`config.mk`:
```
export PLATFORM = sky130hd
export DESIGN_NAME = tcid_regs
export DESIGN_NICKNAME = d
export VERILOG_FILES = /design/src/design/tcid_pkg.sv /design/src/design/tcid_regs.sv /design/src/design/tcid_word.sv
export SDC_FILE = /design/constraint.sdc
export NUM_CORES = 1
export LEC_CHECK = 0
export ABC_AREA = 1
export BUFFER_PORTS_ARGS = -buffer_cell sky130_fd_sc_hd__buf_2
export CAP_MARGIN = 20
export CELL_PAD_IN_SITES_DETAIL_PLACEMENT = 0
export CELL_PAD_IN_SITES_GLOBAL_PLACEMENT = 2
export CORE_MARGIN = 10
export CORE_UTILIZATION = 22
export DETAILED_ROUTE_END_ITERATION = 8
export HOLD_SLACK_MARGIN = 0.12
export PLACE_DENSITY = 0.8
export SETUP_SLACK_MARGIN = 0.4
export SYNTH_ARGS = -nofsm -noshare
export SYNTH_HDL_FRONTEND = slang
export SYNTH_SLANG_ARGS = --single-unit
export TNS_END_PERCENT = 30
```
`constraint.sdc`:
```
create_clock -name i_core_clk -period 1.4 [get_ports i_core_clk]
set_clock_uncertainty 0.05 [all_clocks]
set_input_delay 0 -clock i_core_clk [delete_from_list [all_inputs] [get_ports i_core_clk]]
set_output_delay 0 -clock i_core_clk [all_outputs]
set_load 0.005 [all_outputs]
```
`src/design/tcid_pkg.sv`:
```
package tcid_pkg;

    // ****************************************************************
    // Register map
    // ****************************************************************
    localparam logic [11:0] ADDR_CAP_ID_0 = 12'h020;     // Capability word, secure and non-secure view
    localparam logic [11:0] ADDR_SEC_CFG_1 = 12'h004;    // Secure allotment of context interrupts

    // ****************************************************************
    // Capability word fields
    // ****************************************************************
    localparam int SEC_EXT_POS = 31;
    localparam int FIRST_STAGE_POS = 30;
    localparam int SECOND_STAGE_POS = 29;
    localparam int NESTED_POS = 28;
    localparam int STREAM_MATCH_POS = 27;
    localparam int RSVD_HI_POS = 26;
    localparam int TABLE_FMT_LSB = 24;
    localparam int IRQ_COUNT_LSB = 16;
    localparam int RSVD_LO_POS = 15;
    localparam int SEC_CFG_IRQ_LSB = 0;

    // ****************************************************************
    // Field values
    // ****************************************************************
    localparam logic SEC_EXT_VAL = 1'h1;
    localparam logic FIRST_STAGE_VAL = 1'h0;
    localparam logic SECOND_STAGE_VAL = 1'h1;
    localparam logic NESTED_VAL = 1'h0;
    localparam logic STREAM_MATCH_VAL = 1'h1;
    localparam logic [1:0] TABLE_FMT_VAL = 2'h1;         // Long descriptor, 32-bit only
    localparam logic [7:0] IRQ_COUNT_PHYS = 8'h01;       // One context fault interrupt
    localparam logic [7:0] SEC_CFG_IRQ_RESET = 8'h01;    // All interrupts start non-secure

    typedef enum logic [1:0] {
        TCID_IDLE = 2'h0,
        TCID_ACCESS = 2'h1
    } tcid_state_type;

endpackage

```
`src/design/tcid_regs.sv`:
```
// Functional notes
// - Non-secure view shows the secure allotment in place of the physical interrupt count.
// - Nested translation bit 28 reads zero.
// - Bit 31 reads one, bit 30 zero.
// - Second stage bit 29 reads one.
// - Stream matching bit 27 reads one.
// - Table format field reads 01.
// - Interrupt count field reports one interrupt in the secure view.
// - Non-secure count comes from secure allotment.
module tcid_regs (
    input wire logic i_core_clk,
    input wire logic i_resetn,
    input wire logic i_psel,
    input wire logic i_penable,
    input wire logic i_pwrite,
    input wire logic [11:0] i_paddr,
    input wire logic [31:0] i_pwdata,
    input wire logic i_pprot_ns,
    output logic [31:0] o_prdata,
    output logic o_pready,
    output logic o_pslverr
);

    // ****************************************************************
    // Bus state
    // ****************************************************************
    tcid_pkg::tcid_state_type state_reg;
    logic [7:0] ns_irq_allot_reg;
    logic [31:0] sec_word;
    logic [31:0] ns_word;
    logic setup;
    logic hit_id;
    logic hit_cfg;
    logic is_read;

    assign setup = i_psel && !i_penable;
    assign hit_id = (i_paddr == tcid_pkg::ADDR_CAP_ID_0);
    assign hit_cfg = (i_paddr == tcid_pkg::ADDR_SEC_CFG_1);
    assign is_read = !i_pwrite;

    // Secure view shows physical count, non-secure the allotment
    tcid_word u_sec_word (
        .i_irq_count(tcid_pkg::IRQ_COUNT_PHYS),
        .o_word(sec_word)
    );
    tcid_word u_ns_word (
        .i_irq_count(ns_irq_allot_reg),
        .o_word(ns_word)
    );

    // No wait states: answer registered in setup, ready in the first access cycle
    always_ff @(posedge i_core_clk or negedge i_resetn) begin
        if (!i_resetn) begin
            state_reg <= tcid_pkg::TCID_IDLE;
        end else begin
            unique case (state_reg)
                tcid_pkg::TCID_IDLE: begin
                    if (setup) begin
                        state_reg <= tcid_pkg::TCID_ACCESS;
                    end
                end
                tcid_pkg::TCID_ACCESS: begin
                    state_reg <= tcid_pkg::TCID_IDLE;
                end
                default: begin
                    state_reg <= tcid_pkg::TCID_IDLE;
                end
            endcase
        end
    end

    // Ready pulses for the access cycle only
    always_ff @(posedge i_core_clk or negedge i_resetn) begin
        if (!i_resetn) begin
            o_pready <= 1'h0;
        end else begin
            o_pready <= setup;
        end
    end

    // Read data captured at setup so it comes straight from a flop
    always_ff @(posedge i_core_clk or negedge i_resetn) begin
        if (!i_resetn) begin
            o_prdata <= 32'h0000_0000;
            o_pslverr <= 1'h0;
        end else if (setup) begin
            o_pslverr <= !(hit_id || hit_cfg) || (hit_cfg && i_pprot_ns)
                || (hit_id && i_pwrite);
            if (is_read && hit_id) begin
                o_prdata <= i_pprot_ns ? ns_word : sec_word;
            end else if (is_read && hit_cfg && !i_pprot_ns) begin
                o_prdata <= {24'h00_0000, ns_irq_allot_reg};
            end else begin
                o_prdata <= 32'h0000_0000;
            end
        end else begin
            o_pslverr <= 1'h0;
            o_prdata <= 32'h0000_0000;
        end
    end

    // Secure allotment; non-secure writes are refused. Software keeps it
    // non-zero whenever it grants context banks, hardware does not police it.
    always_ff @(posedge i_core_clk or negedge i_resetn) begin
        if (!i_resetn) begin
            ns_irq_allot_reg <= tcid_pkg::SEC_CFG_IRQ_RESET;
        end else if (i_psel && i_penable && o_pready && i_pwrite && hit_cfg
            && !i_pprot_ns) begin
            ns_irq_allot_reg <= i_pwdata[tcid_pkg::SEC_CFG_IRQ_LSB +: 8];
        end
    end

    // ****************************************************************
    // Assertions
    // ****************************************************************
    // Fixed capability bits, checked one by one so a single stuck bit is named
    a_fixed_top_bits: assert property (
        @(posedge i_core_clk) disable iff (!i_resetn)
        (setup && is_read && hit_id) |=> (o_prdata[31:27] == 5'h15))
        else $error("fixed capability bits wrong");

    a_sec_ext_set: assert property (
        @(posedge i_core_clk) disable iff (!i_resetn)
        (setup && is_read && hit_id) |=> o_prdata[31])
        else $error("security extension bit clear");

    a_first_stage_zero: assert property (
        @(posedge i_core_clk) disable iff (!i_resetn)
        (setup && is_read && hit_id) |=> !o_prdata[30])
        else $error("first stage bit set");

    a_second_stage: assert property (
        @(posedge i_core_clk) disable iff (!i_resetn)
        (setup && is_read && hit_id) |=> o_prdata[29] && o_pready)
        else $error("second stage bit clear");

    a_nested_zero: assert property (
        @(posedge i_core_clk) disable iff (!i_resetn)
        (setup && hit_id) |=> !o_prdata[28])
        else $error("nested bit set");

    a_stream_match: assert property (
        @(posedge i_core_clk) disable iff (!i_resetn)
        (setup && is_read && hit_id) |=> o_prdata[27])
        else $error("stream match bit clear");

    a_table_format: assert property (
        @(posedge i_core_clk) disable iff (!i_resetn)
        (setup && is_read && hit_id) |=> (o_prdata[25:24] == 2'h1))
        else $error("table format wrong");

    // Interrupt count: the only field in which the two views differ
    a_secure_count: assert property (
        @(posedge i_core_clk) disable iff (!i_resetn)
        (setup && is_read && hit_id && !i_pprot_ns) |=> (o_prdata[23:16] == 8'h01))
        else $error("physical interrupt count wrong");

    a_ns_count: assert property (
        @(posedge i_core_clk) disable iff (!i_resetn)
        (setup && is_read && hit_id && i_pprot_ns)
        |=> (o_prdata[23:16] == $past(ns_irq_allot_reg)))
        else $error("non-secure count not allotment");

    a_ns_fixed_bits: assert property (
        @(posedge i_core_clk) disable iff (!i_resetn)
        (setup && is_read && hit_id && i_pprot_ns)
        |=> (o_prdata[31:24] == 8'hA9 && o_prdata[15:0] == 16'h0000))
        else $error("non-secure view fixed bits wrong");

    // Secure allotment register: secure side reads and writes, others refused
    a_cfg_read_back: assert property (
        @(posedge i_core_clk) disable iff (!i_resetn)
        (setup && is_read && hit_cfg && !i_pprot_ns)
        |=> (o_prdata == {24'h00_0000, $past(ns_irq_allot_reg)} && !o_pslverr))
        else $error("allotment read back wrong");

    a_cfg_write_lands: assert property (
        @(posedge i_core_clk) disable iff (!i_resetn)
        (i_psel && i_penable && o_pready && i_pwrite && hit_cfg && !i_pprot_ns)
        |=> (ns_irq_allot_reg == $past(i_pwdata[7:0])))
        else $error("allotment write lost");

    a_cfg_ns_refused: assert property (
        @(posedge i_core_clk) disable iff (!i_resetn)
        (setup && hit_cfg && i_pprot_ns)
        |=> (o_pslverr && o_prdata == 32'h0000_0000) ##1 $stable(ns_irq_allot_reg))
        else $error("non-secure allotment access accepted");

    // Read-only word and reserved bits; low bits belong to another block
    a_reserved_zero: assert property (
        @(posedge i_core_clk) disable iff (!i_resetn)
        (setup && hit_id)
        |=> (!o_prdata[26] && !o_prdata[15] && o_prdata[14:0] == 15'h0000))
        else $error("reserved bits set");

    a_write_refused: assert property (
        @(posedge i_core_clk) disable iff (!i_resetn)
        (setup && i_pwrite && hit_id) |=> o_pslverr ##1 $stable(ns_irq_allot_reg))
        else $error("identification write accepted");

    a_write_no_data: assert property (
        @(posedge i_core_clk) disable iff (!i_resetn)
        (setup && i_pwrite) |=> (o_prdata == 32'h0000_0000))
        else $error("write returned read data");

    a_unmapped_err: assert property (
        @(posedge i_core_clk) disable iff (!i_resetn)
        (setup && !hit_id && !hit_cfg) |=> (o_pslverr && o_prdata == 32'h0000_0000))
        else $error("unmapped access not refused");

    a_refused_quiet: assert property (
        @(posedge i_core_clk) disable iff (!i_resetn)
        o_pslverr |-> (o_prdata == 32'h0000_0000 && o_pready))
        else $error("refused access carried data");

    // Handshake shape: ready is a single pulse tied to the access state
    a_ready_pulse: assert property (
        @(posedge i_core_clk) disable iff (!i_resetn)
        o_pready |=> !o_pready)
        else $error("ready held past one cycle");

    a_ready_state: assert property (
        @(posedge i_core_clk) disable iff (!i_resetn)
        (o_pready == (state_reg == tcid_pkg::TCID_ACCESS)))
        else $error("ready out of step with state");

    a_idle_quiet: assert property (
        @(posedge i_core_clk) disable iff (!i_resetn)
        !o_pready |-> (o_prdata == 32'h0000_0000 && !o_pslverr))
        else $error("response outside access cycle");

endmodule // tcid_regs

```
`src/design/tcid_word.sv`:
```
// Assembles the upper capability word from constants and an interrupt count
module tcid_word (
    input wire logic [7:0] i_irq_count,
    output logic [31:0] o_word
);
    // Fixed capability bits; low bits belong to another block and read zero
    always_comb begin
        o_word = 32'h0000_0000;
        o_word[tcid_pkg::SEC_EXT_POS] = tcid_pkg::SEC_EXT_VAL;
        o_word[tcid_pkg::FIRST_STAGE_POS] = tcid_pkg::FIRST_STAGE_VAL;
        o_word[tcid_pkg::SECOND_STAGE_POS] = tcid_pkg::SECOND_STAGE_VAL;
        o_word[tcid_pkg::NESTED_POS] = tcid_pkg::NESTED_VAL;
        o_word[tcid_pkg::STREAM_MATCH_POS] = tcid_pkg::STREAM_MATCH_VAL;
        o_word[tcid_pkg::RSVD_HI_POS] = 1'h0;
        o_word[tcid_pkg::TABLE_FMT_LSB +: 2] = tcid_pkg::TABLE_FMT_VAL;
        o_word[tcid_pkg::IRQ_COUNT_LSB +: 8] = i_irq_count;
        o_word[tcid_pkg::RSVD_LO_POS] = 1'h0;
    end
endmodule // tcid_word

```
# == Yosys cells after proc, flatten, opt, wreduce, memory -nomap -nowiden ==
# Index checks and enable logic that the tools add are counted.
# totals
regBits,42
latch_bits,0
mem_bits_rw,0
mem_bits_ro,0
in_bits,50
out_inout_bits,34
wordCells,29
n_memories,0
# classes
add_sub_neg,0
mul,0
div,0
order_cmp,0
n_eq_ne,2
shift,0
muxes,5
bitwise,0
reduce_logical,18
# ops
cell,n
$mux 32,2
$mux 24,1
$eq 12x3->1 const B,1
$eq 12x6->1 const B,1
$logic_and 1x1->1,11
$mux 8,1
$logic_not 1->1,4
$logic_or 1x1->1,3
$mux 1,1

# == Depth between registers and ports, before layout ==
# Gate-level depths: netlist of run 1.
# logic_depth
depth_word,6
depth_mapped,7
ltp_nobuf,7

# == Modules after synthesis ==
# A second synthesis of run 1 with hierarchy kept.
# unflattened
hier_cells,303
hier_area_um2,2537.4
# modules_own_cells
module,n_inst,cells_each,area_each_um2,seq_area_each_um2
tcid_regs,1,235,2042.0,1052.3
tcid_word,2,34,247.7,0.0

# == Least setup slack after synthesis of run 1 ==
# OpenSTA, ideal clock, no wires.
# synth_timing
path_kind,register to register
startpoint,reg o_pready
endpoint,reg ns_irq_allot_reg[1]
setup_time_ps,117
t_arrival_ps,941
required_time_ps,1233
path_slack_ps,292
stages_incl_launch_ff,6
n_path_buf,0
period_less_slack_ps,1108
path_cell_list,dfrtp_1 nand3_1 nor2_2 nand3_4 nand2_1 nand2_1
# synth_between
elab_chain_cells,4
# synth_lines
element,line,rtl
"start, declared",tcid_regs.sv:20,"output logic o_pready,"
"start signal, assigned",tcid_regs.sv:77,o_pready <= setup;
$logic_and 1x1->1 (3 in a row),tcid_regs.sv:107,end else if (i_psel && i_penable && o_pready && i_pwrite && hit_cfg
$logic_and 1x1->1,tcid_regs.sv:108,&& !i_pprot_ns) begin
"end signal, assigned",tcid_regs.sv:106,ns_irq_allot_reg <= tcid_pkg::SEC_CFG_IRQ_RESET;
"end signal, assigned",tcid_regs.sv:109,ns_irq_allot_reg <= i_pwdata[tcid_pkg::SEC_CFG_IRQ_LSB +: 8];
"end, declared",tcid_regs.sv:28,logic [7:0] ns_irq_allot_reg;
# Every way passes these cells.
# A chain may end at the register's enable or synchronous reset.

# == Worst setup path in the final report of run 1 ==
# layout_timing
startpoint,reg o_pready
endpoint,reg ns_irq_allot_reg[0]
# The elaborated chain is that of the path after synthesis.

==> results of run 1 <==
## cell usage after synthesis
cell type                  count
sky130_fd_sc_hd__nand2_1      37
sky130_fd_sc_hd__dfstp_2       1
sky130_fd_sc_hd__buf_4        15
sky130_fd_sc_hd__buf_8         1
sky130_fd_sc_hd__nor2_2        1
sky130_fd_sc_hd__nor3_1        1
sky130_fd_sc_hd__nand4_4       1
sky130_fd_sc_hd__nand4_1       8
sky130_fd_sc_hd__inv_1        10
sky130_fd_sc_hd__conb_1        1
sky130_fd_sc_hd__nand3_1       2
sky130_fd_sc_hd__clkinv_1      2
sky130_fd_sc_hd__buf_6         1
sky130_fd_sc_hd__or2_4         1
sky130_fd_sc_hd__nand3_4       1
sky130_fd_sc_hd__buf_2         1
sky130_fd_sc_hd__or2_1         1
sky130_fd_sc_hd__nand2_2       1
sky130_fd_sc_hd__inv_2         2
sky130_fd_sc_hd__nor2_4        2
sky130_fd_sc_hd__nand3b_1      1
sky130_fd_sc_hd__dfrtp_1      26
sky130_fd_sc_hd__nor2_1       24
## what timing repair did
action / 4_1_cts / 5_1_grt
setup endpoints to repair: 8 / 22
pin swaps: 1 / 0
setup buffers: 3 / 0
endpoints found under the hold margin: 53 / 17
## worst paths after layout
check                                           end           startpoint  cells past startpoint
min in group asynchronous               o_prdata[0]             i_resetn                      2
worst min register to register  ns_irq_allot_reg[2]  ns_irq_allot_reg[2]                      2
worst max register to register  ns_irq_allot_reg[0]             o_pready                      5
worst max-delay path            ns_irq_allot_reg[0]             o_pready                      5
max in group asynchronous               o_prdata[1]             i_resetn                      2
worst min-delay path                   o_prdata[16]           i_pprot_ns                      4
## worst reg2reg max path, stage by stage (launching register included)
cell and delay [ns]:
sky130_fd_sc_hd__dfrtp_1 0.36, sky130_fd_sc_hd__nand3_2 0.08, sky130_fd_sc_hd__nor2_4 0.15, sky130_fd_sc_hd__buf_4 0.14
sky130_fd_sc_hd__nand4_1 0.09, sky130_fd_sc_hd__nand2_1 0.09
## where the power goes
part / internal, mW / leakage [nW] / switching, mW
Sequential: 0.782 / 0.372 / 0.00108
Clock: 0.204 / 0.0228 / 0.232
Combinational: 0.0571 / 0.544 / 0.0660
Total: 1.04 / 0.938 / 0.299
## layer usage
| metal | share of wire | GRT usage |
|---|---|---|
| met1 | 0.44 | 0.0889 |
| met2 | 0.46 | 0.115 |
| met3 | 0.088 | 0.0226 |
| met4 | 0.014 | 0.0405 |
| met5 | 0 | 0 |
## kinds of logic (layout without fill, tap and decap cells)
group                  Yosys count  count (layout)  share of synthesized area
other                            1              12                    0.00296
AND/OR/NAND/NOR                 81              81                      0.308
flip-flops                      27              27                      0.534
buffers and inverters           32              81                      0.155
## stage by stage
stage,cell area (um^2),std cells,util
after floorplan,1320,152,-
after global placement,1520,255,0.273
after detailed placement,1520,255,0.273
after CTS,1690,273,0.306
after global routing,1690,273,0.306
final,1690,273,0.306
## area by class of cell
type	instances	area (um^2)
repair buffers	63	383
well taps	72	90.1
clock buffers	4	45.0
multi-input cells	93	445
flip-flops and latches	27	677
fillers	625	3850
inverters	14	52.6
==> implementation parameters, run 1 <==
Parameter                              Value

Status
  Status    finished clean

Logic synthesis
  Number of synthesis warnings    0
  Synth top area share    0.513
  Fraction of the yosys area taken by sequential cells    0.534
  Number of unique standard cell types used by synthesis    23
  Count of state elements after synthesis    27
  Area contributors post-synth    sky130_fd_sc_hd__dfrtp_1, sky130_fd_sc_hd__nand2_1, sky130_fd_sc_hd__buf_4
  Most area-hungry cell type in the Yosys netlist    sky130_fd_sc_hd__dfrtp_1
  Cell area after technology mapping    1270 um^2
  Cell count after synthesis    141
  Average cell area after synthesis    8.99 um^2

Placed design
  Final Wtd Congestion    0.744
  Sum of net half-perimeters after detailed placement    2480 um
  Port bufs    47
  Worst Setup Slack post-DPL    0.222 ns

Global route
  Wire length of the first global-routing pass    5240 um
  All-Layer GR Usage    0.0736
  Gr ovfl total    0
  Vias in the first global route    1,092
  Maximum number of pins on one net before global-route repair    28
  Antenna violations before repair    0

Worst setup path
  Maximum fanout encountered on the critical timing path    4
  WP data required    1.56 ns
  Cells traversed along the worst timing path    nand3_2, nor2_4, buf_4, nand4_1, nand2_1
  Crit path arrival time    1.19 ns
  Worst setup EP type    flip-flop
  Startpoint kind of the worst setup timing path    flip-flop
  Largest stage delay on the critical path    0.36 ns
  Number of buffer and inverter instances along the worst setup path    1
  WS Path Type    reg -> reg
  Cell class contributing the biggest share of worst-path delay    simple AND/OR/NAND/NOR gates
  Internal reg-to-reg setup slack    0.37 ns
  Max stage delay cell, worst path    sky130_fd_sc_hd__dfrtp_1

Cells and area
  Most common cell after layout, fill and taps aside    sky130_fd_sc_hd__buf_2
  Commonest cells after routing, fill and taps aside    sky130_fd_sc_hd__buf_2, sky130_fd_sc_hd__nand2_1, sky130_fd_sc_hd__dfrtp_1, sky130_fd_sc_hd__nor2_1, sky130_fd_sc_hd__conb_1
  Post-synthesis to final-layout area growth    33.6%
  Flip-flop count of the largest register after layout    17
  Fraction of layout cells with a size suffix above 1    0.328
  Count of antenna diodes in the layout    0
  Total number of nets in the final design    252

CTS
  Htree depth    1
  Clock tree buffer depth    2
  Clock root buffer master    sky130_fd_sc_hd__clkbuf_8
  Worst-path clk slew    0.09 ns
  Clock sink count    27
  Post-cts resize count    0
  Clock tree from TritonCTS    yes
  Quantity of hold-fixing buffers added after cts    11
  Skew-Pair Late Insertion Delay    0.27 ns
  Number of clock buffers inserted by TritonCTS    3

Power
  PD cells    793 nW/um^2
  Leakage Power    0.938 nW
  VDD IR max    0.000339 V
  Total Power    1.34 mW

Routing
  Number of routed nets with antenna violations    0
  Final routed DRC violation total    0
  Routed vias    1,025
  Vias per cell    3.75
  Routed length per instance    11.7 um
  Violation count after the first detailed-route iteration    46
  Final wirelength    3200 um
  TritonRoute pass-1 iters    4

Timing
  Final clock period utilization by the worst path    0.732
  Post-layout worst setup margin    0.375 ns
  Max transition margin    0.603
  Total count of hold-check failures in the final report    0
  Setup violations, final    0
  Achievable clock frequency    975 MHz
  Final total negative setup slack    0 ns
  Hold Worst Slack    0.0164 ns
  Time the final worst path needs with I/O delays and setup    1.03 ns
  RSZ-0062 raised after global routing    yes
  Number of pins with negative max-slew slack in the final report    0
  Transition at the pin with the smallest max-transition slack    0.595 ns

Floorplanning
  Total die area    9200 um^2
  Num rows    27
  I/O pin count    84
  Core ar.    5540 um^2
  Vertical die dimension    95.9 um
  Starting density of the core    0.229
  Width of the chip    95.9 um

Run
  Max-cap viol count    0

Hold path
  Kind of path behind the tightest hold check    in -> reg
(Power assumes the default switching activity.)
==> run 2, diff against run 1 <==
Settings changed: CORE_UTILIZATION 22 to 19, PLACE_DENSITY 0.8 to 0.74.
Clock period 1.4 ns to 0.9 ns, I/O delays scaled along.
==> implementation parameters, run 2 (same netlist as run 1, synthesis figures left out) <==
Parameter                              Value

Placed design
  Worst Setup Slack post-DPL    -0.156 ns
  Final Wtd Congestion    0.767
  Sum of net half-perimeters after detailed placement    2620 um
  Port bufs    47

CTS
  Clock sink count    27
  Number of clock buffers inserted by TritonCTS    3
  Buffers inserted during post-CTS setup optimization    0
  Htree depth    1
  Clock tree from TritonCTS    yes
  Worst-path clk slew    0.10 ns
  Skew-Pair Late Insertion Delay    0.27 ns
  Clock tree buffer depth    2
  Quantity of hold-fixing buffers added after cts    1
  Clock root buffer master    sky130_fd_sc_hd__clkbuf_8

Global route
  Vias in the first global route    1,124
  Gr ovfl total    0
  Maximum number of pins on one net before global-route repair    28
  Antenna violations before repair    0
  All-Layer GR Usage    0.0627
  Wire length of the first global-routing pass    5140 um

Cells and area
  Total number of nets in the final design    254
  Flip-flop count of the largest register after layout    17
  Final core area utilization    0.283
  Commonest cells after routing, fill and taps aside    sky130_fd_sc_hd__buf_2, sky130_fd_sc_hd__nand2_1, sky130_fd_sc_hd__dfrtp_1, sky130_fd_sc_hd__nor2_1, sky130_fd_sc_hd__buf_4
  Count of antenna diodes in the layout    0
  Most common cell after layout, fill and taps aside    sky130_fd_sc_hd__buf_2
  Post-synthesis to final-layout area growth    43.3%
  Fraction of layout cells with a size suffix above 1    0.512
  Total of fill cells in the finished design    723

Timing
  Hold Worst Slack    -0.215 ns
  Setup violations, final    10
  Time the final worst path needs with I/O delays and setup    1.04 ns
  Post-layout worst setup margin    -0.140 ns
  RSZ-0062 raised after global routing    yes
  Final clock period utilization by the worst path    1.16
  Number of pins with negative max-slew slack in the final report    0
  Total count of hold-check failures in the final report    36
  Achievable clock frequency    961 MHz
  Final total negative setup slack    -1.06 ns

Floorplanning
  Width of the chip    102 um
  I/O pin count    84
  Starting density of the core    0.197
  Num rows    29
  Core ar.    6420 um^2
  Vertical die dimension    102 um
  Total die area    10,300 um^2

Routing
  Routed vias    1,048
  Number of routed nets with antenna violations    0
  Routed length per instance    11.8 um
  Violation count after the first detailed-route iteration    30
  Final wirelength    3290 um
  TritonRoute pass-1 iters    4
  Vias per cell    3.74
  Final routed DRC violation total    0

Worst setup path
  Crit path top cell by count    sky130_fd_sc_hd__nand2_1
  Maximum fanout encountered on the critical timing path    8
  Startpoint kind of the worst setup timing path    flip-flop
  Crit path arrival time    1.16 ns
  Worst setup EP type    flip-flop
  Largest stage delay on the critical path    0.37 ns
  WS Path Type    reg -> reg
  WP data required    1.02 ns
  Max stage delay cell, worst path    sky130_fd_sc_hd__dfrtp_1
  Cells traversed along the worst timing path    nand3_2, nor2_4, nand3_4, nand2_1, nand2_1

Status
  Status    finished, violations left
  Violations in the final reports    hold timing, setup timing

Power
  PD cells    1180 nW/um^2
  VDD IR max    0.000466 V
  Leakage Power    1.00 nW

Hold path
  Kind of path behind the tightest hold check    in -> async

Run
  Max-cap viol count    0
-- run 2: cell types whose count changed in the layout (fill, tap and decap cells not counted), sizes merged --
cell	change
clkinvlp	+1
dlygate4sd3	-11
inv	+2
clkinv	-2
clkbuf	-1
dlymetal6s4s	+1
buf	+12
-- run 2: final timing paths --
| kind | to | depth (start not counted) | startpoint | slack, ns |
|---|---|---|---|---|
| hold / removal | o_prdata[20] | 3 | i_resetn | -0.21 |
| setup / recovery | ns_irq_allot_reg[2] | 5 | o_pready | -0.14 |
| setup reg to reg | ns_irq_allot_reg[2] | 5 | o_pready | -0.14 |
| min in group i_core_clk | ns_irq_allot_reg[0] | 3 | i_pwdata[0] | -0.08 |
| hold reg to reg | ns_irq_allot_reg[2] | 2 | ns_irq_allot_reg[2] | 0.44 |
| max in group asynchronous | ns_irq_allot_reg[0] | 3 | i_resetn | 0.78 |
-- run 2: report_power, final --
part / switching [mW] / total [mW] / leakage (nW) / internal (mW)
Combinational: 0.117 / 0.215 / 0.607 / 0.0981
Sequential: 0.00222 / 1.22 / 0.372 / 1.22
Clock: 0.388 / 0.702 / 0.0217 / 0.314
Total: 0.507 / 2.14 / 1.00 / 1.63
-- run 2: layer usage --
layer	routed length, um	track usage	vias to the layer above
met5	0	0	-
met4	63	0.0330	0
met1	1390	0.0708	472
met3	343	0.0218	4
li1	-	-	531
met2	1500	0.102	41
-- run 2: repair_timing --
action | in CTS | in global routing
pin swaps | 18 | 18
cloned | 0 | 0
endpoints found under the setup margin | 48 | 50
hold endpoints to repair | 44 | 42
gates resized for setup | 10 | 26
-- run 2: stage by stage --
step / power, mW / cells / instance area (um^2)
floorplan: 1.34 / 152 / 1320
global placement: 1.43 / 275 / 1660
detailed placement: 1.43 / 275 / 1660
CTS: 2.15 / 280 / 1750
global route: 2.22 / 280 / 1820
finish: 2.14 / 280 / 1820
-- run 2: critical path: cells and delay by family (launching register included) --
kind	cells	cell delay [ns]
flip-flops	1	0.37
AND/OR/NAND/NOR	5	0.51
-- run 2: cell type report --
class | count | area (um^2) | share of cell area
flip-flops and latches | 27 | 677 | 0.373
multi-input cells | 93 | 527 | 0.290
repair buffers | 65 | 410 | 0.226
well taps | 77 | 96.3 | 0.0530
inverters | 14 | 57.6 | 0.0317
clock buffers | 3 | 41.3 | 0.0227
clock inverters | 1 | 7.51 | 0.00413
==> run 3, diff against run 2 <==
Settings changed: CORE_ASPECT_RATIO set to 1.5, RECOVER_POWER set to 50.
==> implementation parameters, run 3 (same netlist as run 1, synthesis figures left out) <==
Parameter                              Value

Timing
  RSZ-0062 raised after global routing    yes
  Time the final worst path needs with I/O delays and setup    1.01 ns
  Final total negative setup slack    -0.919 ns
  Transition at the pin with the smallest max-transition slack    0.567 ns
  Final clock period utilization by the worst path    1.12
  Number of pins with negative max-slew slack in the final report    0
  Setup violations, final    11
  Hold Worst Slack    -0.0875 ns
  Total count of hold-check failures in the final report    8
  Post-layout worst setup margin    -0.110 ns
  Max transition margin    0.622
  Achievable clock frequency    990 MHz

Cells and area
  Fraction of layout cells with a size suffix above 1    0.500
  Post-synthesis to final-layout area growth    39.0%
  Most common cell after layout, fill and taps aside    sky130_fd_sc_hd__buf_2
  Commonest cells after routing, fill and taps aside    sky130_fd_sc_hd__buf_2, sky130_fd_sc_hd__nand2_1, sky130_fd_sc_hd__dfrtp_1, sky130_fd_sc_hd__nor2_1, sky130_fd_sc_hd__conb_1
  Area taken by multi-input logic gates    505 um^2
  Post-route design area    1760 um^2
  Total of fill cells in the finished design    726
  Register Area    677 um^2
  Total number of nets in the final design    251
  Count of antenna diodes in the layout    0
  Flip-flop count of the largest register after layout    17

Worst setup path
  Number of cells on the worst reg-to-reg path    5
  Worst setup EP type    flip-flop
  WP data required    1.02 ns
  Max stage delay cell, worst path    sky130_fd_sc_hd__dfrtp_1
  Cells traversed along the worst timing path    nand3_2, nor2_4, nand3_4, nand2_1, nand2_1
  Maximum fanout encountered on the critical timing path    8
  Crit path top cell by count    sky130_fd_sc_hd__nand2_1
  Crit path arrival time    1.13 ns
  Largest stage delay on the critical path    0.37 ns
  WS Path Type    reg -> reg
  Startpoint kind of the worst setup timing path    flip-flop

Placed design
  Area after detailed placement    1650 um^2
  Sum of net half-perimeters after detailed placement    2700 um
  Port bufs    47
  Final Wtd Congestion    0.721

CTS
  Number of clock buffers inserted by TritonCTS    3
  Worst-path clk slew    0.09 ns
  Buffers inserted during post-CTS setup optimization    0
  Clock sink count    27
  Clock tree from TritonCTS    yes
  Clock tree buffer depth    2
  Clock root buffer master    sky130_fd_sc_hd__clkbuf_8
  Skew-Pair Late Insertion Delay    0.27 ns
  Htree depth    1
  Quantity of hold-fixing buffers added after cts    1

Floorplanning
  Width of the chip    86.7 um
  Total die area    10,400 um^2
  Num rows    36
  Core ar.    6490 um^2
  I/O pin count    84
  Vertical die dimension    120 um
  Starting density of the core    0.195

Routing
  Routed length per instance    11.1 um
  Final routed DRC violation total    0
  TritonRoute pass-1 iters    3
  Vias per cell    3.64
  Final wirelength    3050 um
  Number of routed nets with antenna violations    0
  Routed vias    1,006
  Violation count after the first detailed-route iteration    20

Status
  Status    finished, violations left
  Violations in the final reports    hold timing, setup timing

Global route
  Wire length of the first global-routing pass    4950 um
  Global-route track usage on met1    0.0563
  GR Layer Usage met3    0.0196
  All-Layer GR Usage    0.0587
  Antenna violations before repair    0
  Gr ovfl total    0
  Fraction of met2 tracks used by global routing    0.106
  Vias in the first global route    1,120
  Global route hottest layer    met2
  Maximum number of pins on one net before global-route repair    28

Power
  Leakage Power    0.970 nW
  PD cells    1190 nW/um^2
  VDD IR max    0.000467 V

Run
  Max-cap viol count    0

Hold path
  Depth of the worst hold-timing path    3
  Kind of path behind the tightest hold check    in -> reg
## run 3: power breakdown
| part | switching, mW | leakage (nW) | internal (mW) |
|---|---|---|---|
| sequential | 0.00195 | 0.372 | 1.22 |
| clock | 0.367 | 0.0217 | 0.314 |
| combinational | 0.109 | 0.577 | 0.0894 |
## run 3: layer usage
layer | part of all wire | routed length [um]
met1 | 0.36 | 1090
met5 | 0 | 0
met2 | 0.54 | 1650
met3 | 0.084 | 255
met4 | 0.018 | 54
## run 3: cell type report
type | count | share of cell area
multi-input combinational | 93 | 0.287
inverter | 14 | 0.0298
clock inverter | 1 | 0.00426
sequential | 27 | 0.384
tap | 76 | 0.0540
clock buffer | 3 | 0.0234
timing repair buffer | 62 | 0.217
## run 3: worst max-delay path: cells and delay by family, from the launching register on
kind / cells / cell delay [ns]
flops: 1 / 0.37
simple gates: 5 / 0.50
## run 3: timing repair
action,4_1_cts,5_1_grt
pin swaps,18,22
setup endpoints to repair,48,48
endpoints found under the hold margin,44,15
resized for setup,6,26
## run 3: through the flow
step / worst slack [ns] / hold WS [ns] / cells / power, mW / util
after floorplan: -0.140 / -0.346 / 152 / 1.34 / -
after global placement: -0.147 / -0.0975 / 271 / 1.43 / 0.254
after detailed placement: -0.154 / -0.0934 / 271 / 1.43 / 0.254
after CTS: -0.135 / -0.0898 / 276 / 2.14 / 0.266
after global routing: -0.225 / -0.0754 / 276 / 2.19 / 0.272
final: -0.110 / -0.0875 / 276 / 2.10 / 0.272
## run 3: worst paths after layout
check,start,to,slack [ns]
max in group asynchronous,i_resetn,ns_irq_allot_reg[0],0.14
setup / recovery,o_pready,ns_irq_allot_reg[2],-0.11
setup reg to reg,o_pready,ns_irq_allot_reg[2],-0.11
min in group asynchronous,i_resetn,o_prdata[20],0.28
hold / removal,i_pwdata[0],ns_irq_allot_reg[0],-0.09
hold reg to reg,ns_irq_allot_reg[0],ns_irq_allot_reg[0],0.44
